==> config.mk <==
export PLATFORM = sky130hd
export DESIGN_NAME = uie_irq_err
export DESIGN_NICKNAME = d
export VERILOG_FILES = /design/src/include/uie_pkg.sv /design/src/rtl/uie_rx_monitor.sv /design/src/rtl/uie_irq_err.sv
export SDC_FILE = /design/constraint.sdc
export NUM_CORES = 1
export LEC_CHECK = 0
export BUFFER_PORTS_ARGS = -buffer_cell sky130_fd_sc_hd__clkbuf_2
export CORE_MARGIN = 2
export CORE_UTILIZATION = 45
export CTS_CLUSTER_SIZE = 40
export DETAILED_ROUTE_END_ITERATION = 10
export PLACE_DENSITY = 0.68
export SYNTH_ARGS = -nofsm -noshare
export SYNTH_HDL_FRONTEND = slang
export SYNTH_SLANG_ARGS = --single-unit
export TNS_END_PERCENT = 50
==> constraint.sdc <==
create_clock -name pclk -period 6.1 [get_ports pclk]
set_input_delay 1.83 -clock pclk [delete_from_list [all_inputs] [get_ports pclk]]
set_output_delay 1.83 -clock pclk [all_outputs]
set_load 0.01 [all_outputs]
==> src/include/uie_pkg.sv <==
// ==========================================================
// Register map
package uie_pkg;
   localparam int unsigned ADDR_W   = 12;
   localparam logic [11:0] OFF_STAT = 12'h100; // Sticky event status, read clears
   localparam logic [11:0] OFF_INTEN = 12'h300; // Direct interrupt enable
   localparam logic [11:0] OFF_SET  = 12'h304;
   localparam logic [11:0] OFF_CLR  = 12'h308;
   localparam logic [11:0] OFF_ERR  = 12'h480;
   localparam logic [11:0] OFF_ENA  = 12'h500;
   localparam logic [11:0] OFF_CFG  = 12'h600; // Parity enable and bit divisor

   // ==========================================================
   // Event bit positions, shared by status and enable registers
   localparam int unsigned EV_CTS  = 0;
   localparam int unsigned EV_CTSOFF = 1;
   localparam int unsigned EV_RXRDY = 2;
   localparam int unsigned EV_RXBUF = 4;
   localparam int unsigned EV_TXRDY = 7;
   localparam int unsigned EV_TXBUF = 8;
   localparam int unsigned EV_ERROR = 9;
   localparam int unsigned EV_RXTMO = 17;
   localparam int unsigned EV_RXST = 19;
   localparam int unsigned EV_TXST = 20;
   localparam int unsigned EV_TXSP = 22;
   localparam logic [31:0] EV_MASK = 32'h005A0397;

   // ==========================================================
   // Fields and reset values
   localparam int unsigned ERR_W      = 4;
   localparam logic [3:0]  ENABLE_ON  = 4'h8;
   localparam logic [3:0]  ENABLE_OFF = 4'h0;
   localparam int unsigned CFG_PAR    = 0;
   localparam int unsigned CFG_DIV_LO = 16;
   localparam int unsigned DIV_W      = 16;
   localparam logic [15:0] DIV_RESET  = 16'h00AD;
   localparam logic [3:0]  FRAME_NOPAR = 4'hA;
   localparam logic [3:0]  FRAME_PAR   = 4'hB;
   localparam logic [3:0]  LAST_BIT    = 4'h7;

   // Error flags, overrun in bit 0
   typedef struct packed {
      logic brk;
      logic framing;
      logic parity;
      logic overrun;
   } uie_err_t;

   // Event pulses from the transfer datapath
   typedef struct packed {
      logic clear_to_send_event;
      logic clear_to_send_deasserted_event;
      logic receive_buffer_full_event;
      logic transmit_byte_sent_event;
      logic transmit_buffer_done_event;
      logic receive_timeout_event;
      logic receive_started_event;
      logic transmit_started_event;
      logic transmit_stopped_event;
   } uie_evt_t;
endpackage : uie_pkg

==> src/rtl/uie_rx_monitor.sv <==
`timescale 1ns/100ps
module uie_rx_monitor
   import uie_pkg::*;
#(
   parameter int unsigned DW = DIV_W
)(
   input  wire logic          pclk,
   input  wire logic          presetn,
   input  wire logic          run,
   input  wire logic          parity_en,
   input  wire logic [DW-1:0] divisor,
   input  wire logic          rxd,
   output logic               start_seen,
   output logic [7:0]         rx_byte,
   output logic               byte_done,
   output uie_err_t           err
);
   typedef enum logic [2:0] {
      MON_IDLE  = 3'b000,
      MON_START = 3'b001,
      MON_DATA  = 3'b010,
      MON_PAR   = 3'b011,
      MON_STOP  = 3'b100
   } uie_mon_e_t;

   typedef struct packed {
      logic [2:0]    sync;
      logic          lvl;
      logic          armed;
      uie_mon_e_t    st;
      logic [DW-1:0] cnt;
      logic [3:0]    nbit;
      logic [7:0]    sh;
      logic          par;
      logic [DW-1:0] low_cnt;
      logic [3:0]    low_bits;
      logic          brk_done;
      logic          start_seen;
      logic          byte_done;
      logic [7:0]    rx_byte;
      uie_err_t      err;
   } uie_mon_t;

   uie_mon_t   s;
   uie_mon_t   next_s;
   logic [3:0] frame_len;

   assign frame_len = parity_en ? FRAME_PAR : FRAME_NOPAR;

   // ==========================================================
   // Line filter, break timer and character framer
   always_comb begin
      next_s = s;
      next_s.start_seen = 1'b0;
      next_s.byte_done = 1'b0;
      next_s.err = '0;
      // Level changes only once flops two and three agree
      next_s.sync = {s.sync[1:0], rxd};
      if (s.sync[1] == s.sync[2]) next_s.lvl = s.sync[2];
      // Break: low for a whole frame, reported once per low stretch
      if (!run || s.lvl) begin
         next_s.low_cnt = '0;
         next_s.low_bits = '0;
         next_s.brk_done = 1'b0;
      end else if (!s.brk_done) begin
         if (s.low_cnt == divisor - 1'b1) begin
            next_s.low_cnt = '0;
            next_s.low_bits = s.low_bits + 4'h1;
         end else begin
            next_s.low_cnt = s.low_cnt + 1'b1;
         end
         if (s.low_bits == frame_len) begin
            next_s.err.brk = 1'b1;
            next_s.brk_done = 1'b1;
         end
      end
      if (!run) begin
         next_s.st = MON_IDLE;
         next_s.armed = 1'b0;
      end else begin
         unique case (s.st)
            MON_IDLE: begin
               // Armed only after idle high, so a held-low line is no start
               if (s.lvl) next_s.armed = 1'b1;
               if (s.armed && !s.lvl) begin
                  next_s.st = MON_START;
                  next_s.cnt = divisor >> 1;
                  next_s.armed = 1'b0;
                  next_s.start_seen = 1'b1;
               end
            end
            MON_START: begin
               if (s.cnt == '0) begin
                  next_s.st = s.lvl ? MON_IDLE : MON_DATA;
                  next_s.cnt = divisor - 1'b1;
                  next_s.nbit = '0;
                  next_s.par = 1'b0;
               end else next_s.cnt = s.cnt - 1'b1;
            end
            MON_DATA: begin
               if (s.cnt == '0) begin
                  next_s.sh = {s.lvl, s.sh[7:1]};
                  next_s.par = s.par ^ s.lvl;
                  next_s.cnt = divisor - 1'b1;
                  next_s.nbit = s.nbit + 4'h1;
                  if (s.nbit == LAST_BIT) next_s.st = parity_en ? MON_PAR : MON_STOP;
               end else next_s.cnt = s.cnt - 1'b1;
            end
            MON_PAR: begin
               if (s.cnt == '0) begin
                  next_s.par = s.par ^ s.lvl;
                  next_s.cnt = divisor - 1'b1;
                  next_s.st = MON_STOP;
               end else next_s.cnt = s.cnt - 1'b1;
            end
            MON_STOP: begin
               if (s.cnt == '0) begin
                  next_s.st = MON_IDLE;
                  next_s.byte_done = 1'b1;
                  next_s.rx_byte = s.sh;
                  next_s.err.framing = !s.lvl;
                  next_s.err.parity = parity_en & s.par;
               end else next_s.cnt = s.cnt - 1'b1;
            end
            default: next_s.st = MON_IDLE;
         endcase
      end
   end

   // State register; line assumed idle high at reset
   always_ff @(posedge pclk or negedge presetn) begin
      if (!presetn) begin
         s <= '0;
         s.sync <= 3'h7;
         s.lvl <= 1'b1;
      end else s <= next_s;
   end

   assign start_seen = s.start_seen;
   assign rx_byte = s.rx_byte;
   assign byte_done = s.byte_done;
   assign err = s.err;
endmodule : uie_rx_monitor

==> src/rtl/uie_irq_err.sv <==
// Design decision made here: the APB slave port.
`timescale 1ns/100ps
module uie_irq_err
   import uie_pkg::*;
(
   input  wire logic              pclk,
   input  wire logic              presetn,
   input  wire logic              psel,
   input  wire logic              penable,
   input  wire logic              pwrite,
   input  wire logic [ADDR_W-1:0] paddr,
   input  wire logic [31:0]       pwdata,
   output logic [31:0]            prdata,
   output logic                   pready,
   output logic                   pslverr,
   input  wire logic              rxd,
   input  wire uie_evt_t          evt_in,
   input  wire logic              rx_holding_read,
   output logic [7:0]             rx_data,
   output logic                   peripheral_on,
   output logic                   irq
);
   typedef struct packed {
      logic [31:0]      inten;
      uie_err_t         errsrc;
      logic [31:0]      evt;
      logic [3:0]       enable;
      logic             parity_en;
      logic [DIV_W-1:0] divisor;
      logic [7:0]       rx_hold;
      logic             rx_unread;
      logic [31:0]      prdata;
      logic             slverr;
      logic             irq;
   } uie_main_t;

   uie_main_t   s;
   uie_main_t   next_s;
   logic        mon_start;
   logic [7:0]  mon_byte;
   logic        mon_done;
   uie_err_t    mon_err;
   uie_err_t    err_set;
   logic [31:0] ev_set;
   logic        setup;
   logic        wr;
   logic        rd;

   // ==========================================================
   // Serial line monitor
   uie_rx_monitor #(
      .DW (DIV_W)
   ) u_mon (
      .pclk       (pclk),
      .presetn    (presetn),
      .run        (peripheral_on),
      .parity_en  (s.parity_en),
      .divisor    (s.divisor),
      .rxd        (rxd),
      .start_seen (mon_start),
      .rx_byte    (mon_byte),
      .byte_done  (mon_done),
      .err        (mon_err)
   );

   // ==========================================================
   // Bus phases; access phase never waits
   assign setup = psel & ~penable;
   assign wr = psel & penable & pwrite;
   assign rd = psel & penable & ~pwrite;
   assign pready = 1'b1;
   assign pslverr = psel & penable & s.slverr;
   assign prdata = s.prdata;
   assign rx_data = s.rx_hold;
   assign irq = s.irq;
   assign peripheral_on = (s.enable == ENABLE_ON);

   // ==========================================================
   // Error and event sources
   always_comb begin
      err_set = mon_err;
      // Overrun counts only when the receiver is running
      err_set.overrun = mon_start & s.rx_unread & peripheral_on;
      ev_set = '0;
      if (peripheral_on) begin
         ev_set[EV_CTS] = evt_in.clear_to_send_event;
         ev_set[EV_CTSOFF] = evt_in.clear_to_send_deasserted_event;
         ev_set[EV_RXRDY] = mon_done;
         ev_set[EV_RXBUF] = evt_in.receive_buffer_full_event;
         ev_set[EV_TXRDY] = evt_in.transmit_byte_sent_event;
         ev_set[EV_TXBUF] = evt_in.transmit_buffer_done_event;
         ev_set[EV_RXTMO] = evt_in.receive_timeout_event;
         ev_set[EV_RXST] = evt_in.receive_started_event;
         ev_set[EV_TXST] = evt_in.transmit_started_event;
         ev_set[EV_TXSP] = evt_in.transmit_stopped_event;
      end
      ev_set[EV_ERROR] = |err_set;
   end

   // ==========================================================
   // Register file and status update
   always_comb begin
      next_s = s;
      // Read data is latched in the setup phase and held for access
      if (setup) begin
         next_s.prdata = '0;
         next_s.slverr = 1'b0;
         unique case (paddr)
            OFF_STAT: next_s.prdata = s.evt;
            OFF_INTEN, OFF_SET, OFF_CLR: next_s.prdata = s.inten;
            OFF_ERR: next_s.prdata = {{(32 - ERR_W){1'b0}}, s.errsrc};
            OFF_ENA: next_s.prdata = {28'h0000000, s.enable};
            OFF_CFG: begin
               next_s.prdata[CFG_PAR] = s.parity_en;
               next_s.prdata[CFG_DIV_LO +: DIV_W] = s.divisor;
            end
            default: next_s.slverr = 1'b1; // Unmapped: error, data zero
         endcase
      end
      if (wr) begin
         unique case (paddr)
            OFF_INTEN: next_s.inten = pwdata & EV_MASK;
            OFF_SET: next_s.inten = s.inten | (pwdata & EV_MASK);
            OFF_CLR: next_s.inten = s.inten & ~pwdata;
            OFF_ERR: next_s.errsrc = s.errsrc & ~pwdata[ERR_W-1:0];
            OFF_ENA: next_s.enable = pwdata[3:0];
            OFF_CFG: begin
               next_s.parity_en = pwdata[CFG_PAR];
               next_s.divisor = pwdata[CFG_DIV_LO +: DIV_W];
            end
            default: ;
         endcase
      end
      // Only the bits that were returned are cleared, so an event
      // arriving between setup and access is kept
      if (rd && paddr == OFF_STAT) next_s.evt = s.evt & ~s.prdata;
      // Hardware sets win over software clears
      next_s.errsrc = next_s.errsrc | err_set;
      next_s.evt = next_s.evt | ev_set;
      // Holding register: overrun drops the unread character
      if (rx_holding_read) next_s.rx_unread = 1'b0;
      if (err_set.overrun) next_s.rx_unread = 1'b0;
      if (mon_done) begin
         next_s.rx_hold = mon_byte;
         next_s.rx_unread = 1'b1;
      end
      next_s.irq = |(next_s.evt & next_s.inten);
   end

   always_ff @(posedge pclk or negedge presetn) begin
      if (!presetn) begin
         s <= '0;
         s.enable <= ENABLE_OFF;
         s.divisor <= DIV_RESET;
      end else s <= next_s;
   end
endmodule : uie_irq_err

==> reports/summary.md, run 1 <==
* 4680 µm² — total area of multi-input combinational cells
* 5.84 — post-DR vias/cell
* 1 — H-tree Lvls
* 0.930 — Final Wtd Congestion
* 48.2% — share of the yosys chip area belonging to registers
* 6 — detailed-routing iteration count for the pre-antenna-repair pass
* 56 — num rows
* false — unrepaired setup endpoints after global routing
* 1190 — number of nets in the layout
* 23.0% — total routing usage reported by global routing
* 157 µm — vertical extent of the die
* 104 — num ports
* 0.61 ns — slowest cell delay on critical path
* in -> reg — type of the worst setup path
* 0 — count of hold buffers inserted by post-cts repair
* 102 — Port-buffer cells
* 1148 — net count of the mapped netlist
* 157 µm — die span in x
* 15 — Critical Path Fanout Max
* dfrtp_1 — cell taking the most area after synthesis
* 0 — remaining antenna violation count after routing
* 5090 µm² — Storage cell area
* 0 — Post-route DRC
* 0 — count of final hold-check violations
* 0 — worst hold stages
* 648 — DRC violation total after the first TritonRoute iteration
* 0.06 ns — clock-pin slew of the registers on the worst-case setup and hold paths
* 2.65 ns — flop2flop setup slack
* 1083 — number of instances in the synthesized netlist
* clkbuf_2 > inv_1 > nand3_1 > buf_4 > o41ai_1 > o22ai_1 > nor4_1 > and4_1 > nand4_1 — list of cells traversed by the critical path
* 203 — # clock sinks
* 0 ns — total negative setup slack
* 0 — post-cts repair resize count
* clkbuf_16 — master cell of the clock root buffer
* 1.08 ns — worst slew pin tran
* 20.3% — fraction of final layout cells with drive strength greater than 1
* 0 — total of max-cap violations
* 45.4% — initial core utilization
* 8094 — via count of the first global-routing pass
* reg -> reg — classification of the worst-slack hold path
* 1461 — final cell count without fillers
* 9 — length in cells of the worst reg-to-reg path
* 24700 µm² — DIE AREA
* u_mon.s[29]$_DFFE_PN0P_ — Worst R2R End
* 5.02 ns — data arrival at the endpoint of the critical path
* 2174 — Layout fillers
* irq$_DFF_PN0_ — last element of the critical path
* 28.3 mm — routed wire length
* 3 — CTS max path bufs
* 246 nW/µm² — Power per Cell Area
* 5.71 nW — Leakage
* 23300 µm² — standard cell core area
* 12.2% — area overhead of the layout relative to synthesis
* finished, final reports clean — status
* dfrtp_1 — dominant synthesized flop cell
* 76.3% — crit share post-route
* s[44]$_DFFE_PN0P_ — R2R Path Start
* built — clock tree from TritonCTS
* 6.46 ns — Crit path required time
* 23 — number of CTS-inserted buffers
* 0 — count of endpoints failing setup in the final report
* 0 — EDFF count, synth
* paddr[3] — origin of the worst setup path
* u_mon.next_s[70]$_DFF_PN1_ — worst hold start
* 1419 — number of cells after detailed placement
* 123 — largest net degree at the start of global routing
* 28.2% — Worst slew margin
* 100% — Synth async-reset ratio
* 203 — number of register bits inferred by synthesis
* 0 — antenna violations before repair
* 0.0105 ns — Final Skew
* 0 — count of synthesis-stage warnings from yosys
* 215 MHz — Max Freq
* 11900 µm² — final design area excluding fillers
* 9.76 µm² — mean instance size in the synthesized netlist
* 8528 — number of vias after detailed routing
* 4.65 ns — final critical-path required period
* 19.4 µm — routed wire length per instance
* 72 — Yosys cell types
* nand3_1 — Critical-path top delay cell
* 0 — leftover overflow at the end of global routing
* 10600 µm² — netlist area before placement
* dfrtp_1 — top-count cell post-synth
* 45.9% — share of Yosys cell area claimed by the top area cell type
* 0 — Final Max Slew Viols
* input pin — category of the worst setup path launch point
* register — Worst Setup End Kind
* dfrtp_1 46%, mux2_2 4.7%, nand2_1 3.9% — largest cells by area after synthesis
* 0 — setup bufs post-CTS
* 219 µV — Worst VDD drop
* 11100 µm² — Placed Area
* 194 x dfrtp_1, 109 x nand2_1, 91 x nor2_1 — top cell types by occurrence after synthesis
* 0.51 ns — Worst-Skew Late Latency
* 0 — antenna diode instance count
* 19.5 mm — post-DP HPWL
* 44.7 mm — first-pass GRT wire length
==> logic make-up after synthesis <==
group / share of synthesized area [%]
compound gates: 17.6
xor+xnor: 4.26
fa+ha+maj: 0.876
buf+inv: 7.71
flops: 48.2
mux: 5.16
other cells: 0.0355
simple gates: 16.2
==> state kept, by name (all words and copies together), names as in the netlist <==
register / cells
u_mon.rx_byte: 8
u_mon.start_seen: 1
u_mon.next_s: 2
s: 91
rx_data: 8
prdata: 32
u_mon.byte_done: 1
irq: 1
u_mon.err: 3
u_mon.s: 56
==> worst min path at each step <==
stage / endpoint / slack, ns
after detailed placement: u_mon.next_s[71]$_DFF_PN1_ / 0.35
after CTS: u_mon.next_s[71]$_DFF_PN1_ / 0.36
after global placement: u_mon.next_s[71]$_DFF_PN1_ / 0.35
after floorplan: u_mon.next_s[71]$_DFF_PN1_ / 0.35
final: u_mon.next_s[71]$_DFF_PN1_ / 0.36
after global routing: u_mon.next_s[71]$_DFF_PN1_ / 0.36
==> layer usage <==
| metal | share of wire, % | track usage [%] | up-vias |
|---|---|---|---|
| li1 | - | - | 3948 |
| met1 | 45 | 33.7 | 4253 |
| met2 | 47 | 36.2 | 290 |
| met3 | 5.7 | 2.89 | 37 |
| met4 | 1.8 | 6.02 | 0 |
| met5 | 0 | 0 | - |
==> stage by stage <==
step	total power [mW]	setup WS (ns)	util [%]	hold WS, ns
6_report	2.92	1.45	51.0	0.357
5_1_grt	3.02	1.30	51.0	0.365
4_1_cts	2.95	1.56	51.0	0.362
3_5_place_dp	1.53	1.11	47.6	0.354
3_3_place_gp	1.52	1.22	47.6	0.349
2_1_floorplan	1.45	2.25	-	0.345
==> area by class of cell <==
type	count	area share, %
flip-flops and latches	203	42.9
multi-input cells	709	39.5
repair buffers	120	5.52
clock buffers	34	5.45
well taps	319	3.37
inverters	68	2.15
clock inverters	8	1.09
==> worst max-delay path, delay by kind of cell <==
| family | cells | cell delay (ns) |
|---|---|---|
| AOI/OAI and AO/OA | 2 | 0.62 |
| and+or+nand+nor | 4 | 1.59 |
| buffers and inverters | 3 | 0.94 |
==> placed cells by master (no fill, tap or decap), types with 20 or more instances in the layout <==
| cell type | instances |
|---|---|
| a21oi_1 | 41 |
| a222oi_1 | 22 |
| clkbuf_16 | 23 |
| clkbuf_2 | 101 |
| dfrtp_1 | 194 |
| inv_1 | 68 |
| mux2_2 | 44 |
| nand2_1 | 109 |
| nand3_1 | 20 |
| nor2_1 | 90 |
| nor3_1 | 22 |
| o21ai_0 | 64 |
| o41ai_1 | 23 |
| xnor2_1 | 21 |
| xor2_1 | 20 |
==> report_power, final <==
part           internal (mW)  switching (mW)  total (mW)
logic                 0.0400          0.0857       0.126
registers               1.36          0.0118        1.37
clock network          0.866           0.555        1.42
(Power assumes the default switching activity.)
==> inputs of run 2 (changes only) <==
clock period = 4.6 ns   (was 6.1 ns; I/O delays follow)
==> run 2 against run 1 <==
Effect of this change: non-clock buffer count rose by 7; hold slack worse by 0.0022 ns; wire length increased by 1.1%; core utilization up 0.31 points; sequential share of layout area down 0.26 points; critical endpoint unchanged; largest cell class unchanged; largest power group unchanged; highest routed layer unchanged.
==> reports/summary.md, run 2 (synthesis results as in run 1) <==
* clkbuf_2 > nor4_1 > nand3_1 > buf_4 > o41ai_1 > o22ai_1 > nor4_1 > and4_1 > nand4_1 — list of cells traversed by the critical path
* 0 — Post-route DRC, unchanged
* 0 — setup bufs post-CTS, unchanged
* 0 — leftover overflow at the end of global routing, unchanged
* 28.6 mm — routed wire length, +1.1%
* false — unrepaired setup endpoints after global routing
* u_mon.next_s[71]$_DFF_PN1_ — sink of the worst hold path
* 0.419 ns — Setup WS pre-CTS, -0.690 ns
* 263 MHz — Max Freq
* 4.17 ns — data arrival at the endpoint of the critical path, -0.85 ns
* s[44]$_DFFE_PN0P_ — R2R Path Start
* 19.5 µm — routed wire length per instance, +0.70%
* 3.90 mW — Power, Total, +34%
* finished, final reports clean — status
* 0 — antenna violations before repair, unchanged
* 5.75 nW — Leakage, +0.81%
* 0.51 ns — Worst-Skew Late Latency, about the same
* 3 — CTS max path bufs, unchanged
* nor4_1 — CP most frequent cell
* 0 — post-cts repair resize count, unchanged
* 99 — largest net degree at the start of global routing, -20%
* 194 x dfrtp_1, 109 x nand2_1, 101 x clkbuf_2 — commonest cells after routing, fill and taps aside
* 0 — total of max-cap violations, unchanged
* 6 — detailed-routing iteration count for the pre-antenna-repair pass, unchanged
* u_mon.next_s[70]$_DFF_PN1_ — worst hold start
* 5090 µm² — Storage cell area, unchanged
* 45.2 mm — first-pass GRT wire length, +1.2%
* 8654 — number of vias after detailed routing, +1.5%
* dfrtp_1 — most frequent standard cell in the layout excluding fill and tap cells
* nor4_1 — Critical-path top delay cell
* 104 — num ports, unchanged
* 9 — length in cells of the worst reg-to-reg path, unchanged
* 15 — Critical Path Fanout Max, unchanged
* 0 — count of final hold-check violations, unchanged
* 102 — Port-buffer cells, unchanged
* 4.97 ns — Crit path required time, -1.49 ns
* 0 — worst hold stages, unchanged
* 20.4 mm — post-DP HPWL, +4.9%
* 157 µm — die span in x, unchanged
* input pin — category of the worst setup path launch point
* 0.53 ns — slowest cell delay on critical path, -0.08 ns
* 23.2% — total routing usage reported by global routing, +0.21 points
* 0.0110 ns — Final Skew, +0.000492 ns
* 91 — number of flip-flops in the largest register, unchanged
* 1197 — number of nets in the layout, +0.59%
* 0 — count of hold buffers inserted by post-cts repair, unchanged
* 32.4% — Worst slew margin, +4.2 points
* 693 — DRC violation total after the first TritonRoute iteration, +6.9%
* 8330 — via count of the first global-routing pass, +2.9%
* 264 µV — Worst VDD drop, +21%
* 24700 µm² — DIE AREA, unchanged
* 0 ns — total negative setup slack, unchanged
* 23300 µm² — standard cell core area, unchanged
* 4680 µm² — total area of multi-input combinational cells, unchanged
* 82.6% — crit share post-route
* 0 — antenna diode instance count, unchanged
* 2187 — Layout fillers, +0.60%
* 0.06 ns — clock-pin slew of the registers on the worst-case setup and hold paths, about the same
* 1 — H-tree Lvls, unchanged
* 5.90 — post-DR vias/cell, +1.1%
* u_mon.s[21]$_DFFE_PN0P_ — Worst R2R End
* 3.80 ns — final critical-path required period
* reg -> reg — classification of the worst-slack hold path
* 203 — # clock sinks, unchanged
* register — Worst Setup End Kind
* 11900 µm² — final design area excluding fillers, +0.60%
* 1.16 ns — flop2flop setup slack, -1.49 ns
* 11100 µm² — Placed Area, +0.47%
* built — clock tree from TritonCTS
* 0.913 — Final Wtd Congestion, -1.8%
* 0.800 ns — PnR worst setup slack, -0.647 ns
* 21.0% — fraction of final layout cells with drive strength greater than 1, +0.68 points
* 56 — num rows, unchanged
* 0 — remaining antenna violation count after routing, unchanged
* 45.4% — initial core utilization, unchanged
* 1.01 ns — worst slew pin tran, -0.0624 ns
* s — register with the highest flop count
* 23 — number of CTS-inserted buffers, unchanged
* 0 — count of endpoints failing setup in the final report, unchanged
* 12.9% — area overhead of the layout relative to synthesis
* 0 — Final Max Slew Viols, unchanged
* 157 µm — vertical extent of the die, unchanged
* in -> reg — type of the worst setup path
* 327 nW/µm² — Power per Cell Area, +33%
* clkbuf_16 — master cell of the clock root buffer
## run 2: changes by cell type in the layout (fill, tap and decap cells not counted), sizes merged
cell    before  now
buf         18   25
clkinv       3    2
## run 2: final cells by class
class,count,share of cell area (%)
clock buffers,34,5.67
clock inverters,7,0.986
inverters,68,2.14
multi-input cells,709,39.3
flip-flops and latches,203,42.7
well taps,319,3.35
repair buffers,127,5.92
## run 2: how the worst max path moves through the flow
stage | start | to | slack [ns] | depth (start not counted)
2_1_floorplan | paddr[1] | irq$_DFF_PN0_ | 1.20 | 8
3_3_place_gp | paddr[1] | irq$_DFF_PN0_ | 0.41 | 10
3_5_place_dp | paddr[1] | irq$_DFF_PN0_ | 0.42 | 9
4_1_cts | paddr[1] | irq$_DFF_PN0_ | 0.89 | 9
5_1_grt | paddr[1] | irq$_DFF_PN0_ | 0.73 | 9
6_report | paddr[1] | irq$_DFF_PN0_ | 0.80 | 9
## run 2: per-layer routing
| metal | up-vias | global-route usage, % | routed length, µm |
|---|---|---|---|
| li1 | 3949 | - | - |
| met1 | 4350 | 33.2 | 12600 |
| met2 | 316 | 37.7 | 13800 |
| met3 | 39 | 3.06 | 1820 |
| met4 | 0 | 5.45 | 471 |
| met5 | - | 0 | 0 |
## run 2: through the flow
step,std cells,utilization (%),hold slack (ns)
after floorplan,1083,-,0.345
after detailed placement,1426,47.9,0.348
after global routing,1467,51.3,0.358
final,1467,51.3,0.355
after global placement,1426,47.9,0.347
after CTS,1467,51.3,0.356
## run 2: power breakdown
group	switching [mW]	internal (mW)	total, mW
Combinational	0.115	0.0553	0.171
Clock	0.721	1.19	1.91
Sequential	0.0160	1.81	1.82
Total	0.852	3.05	3.90
## run 2: critical path: cells and delay by family
| kind | cells | cell delay, ns |
|---|---|---|
| and+or+nand+nor | 5 | 1.73 |
| AOI/OAI and AO/OA | 2 | 0.61 |
| buffers and inverters | 2 | 0.44 |
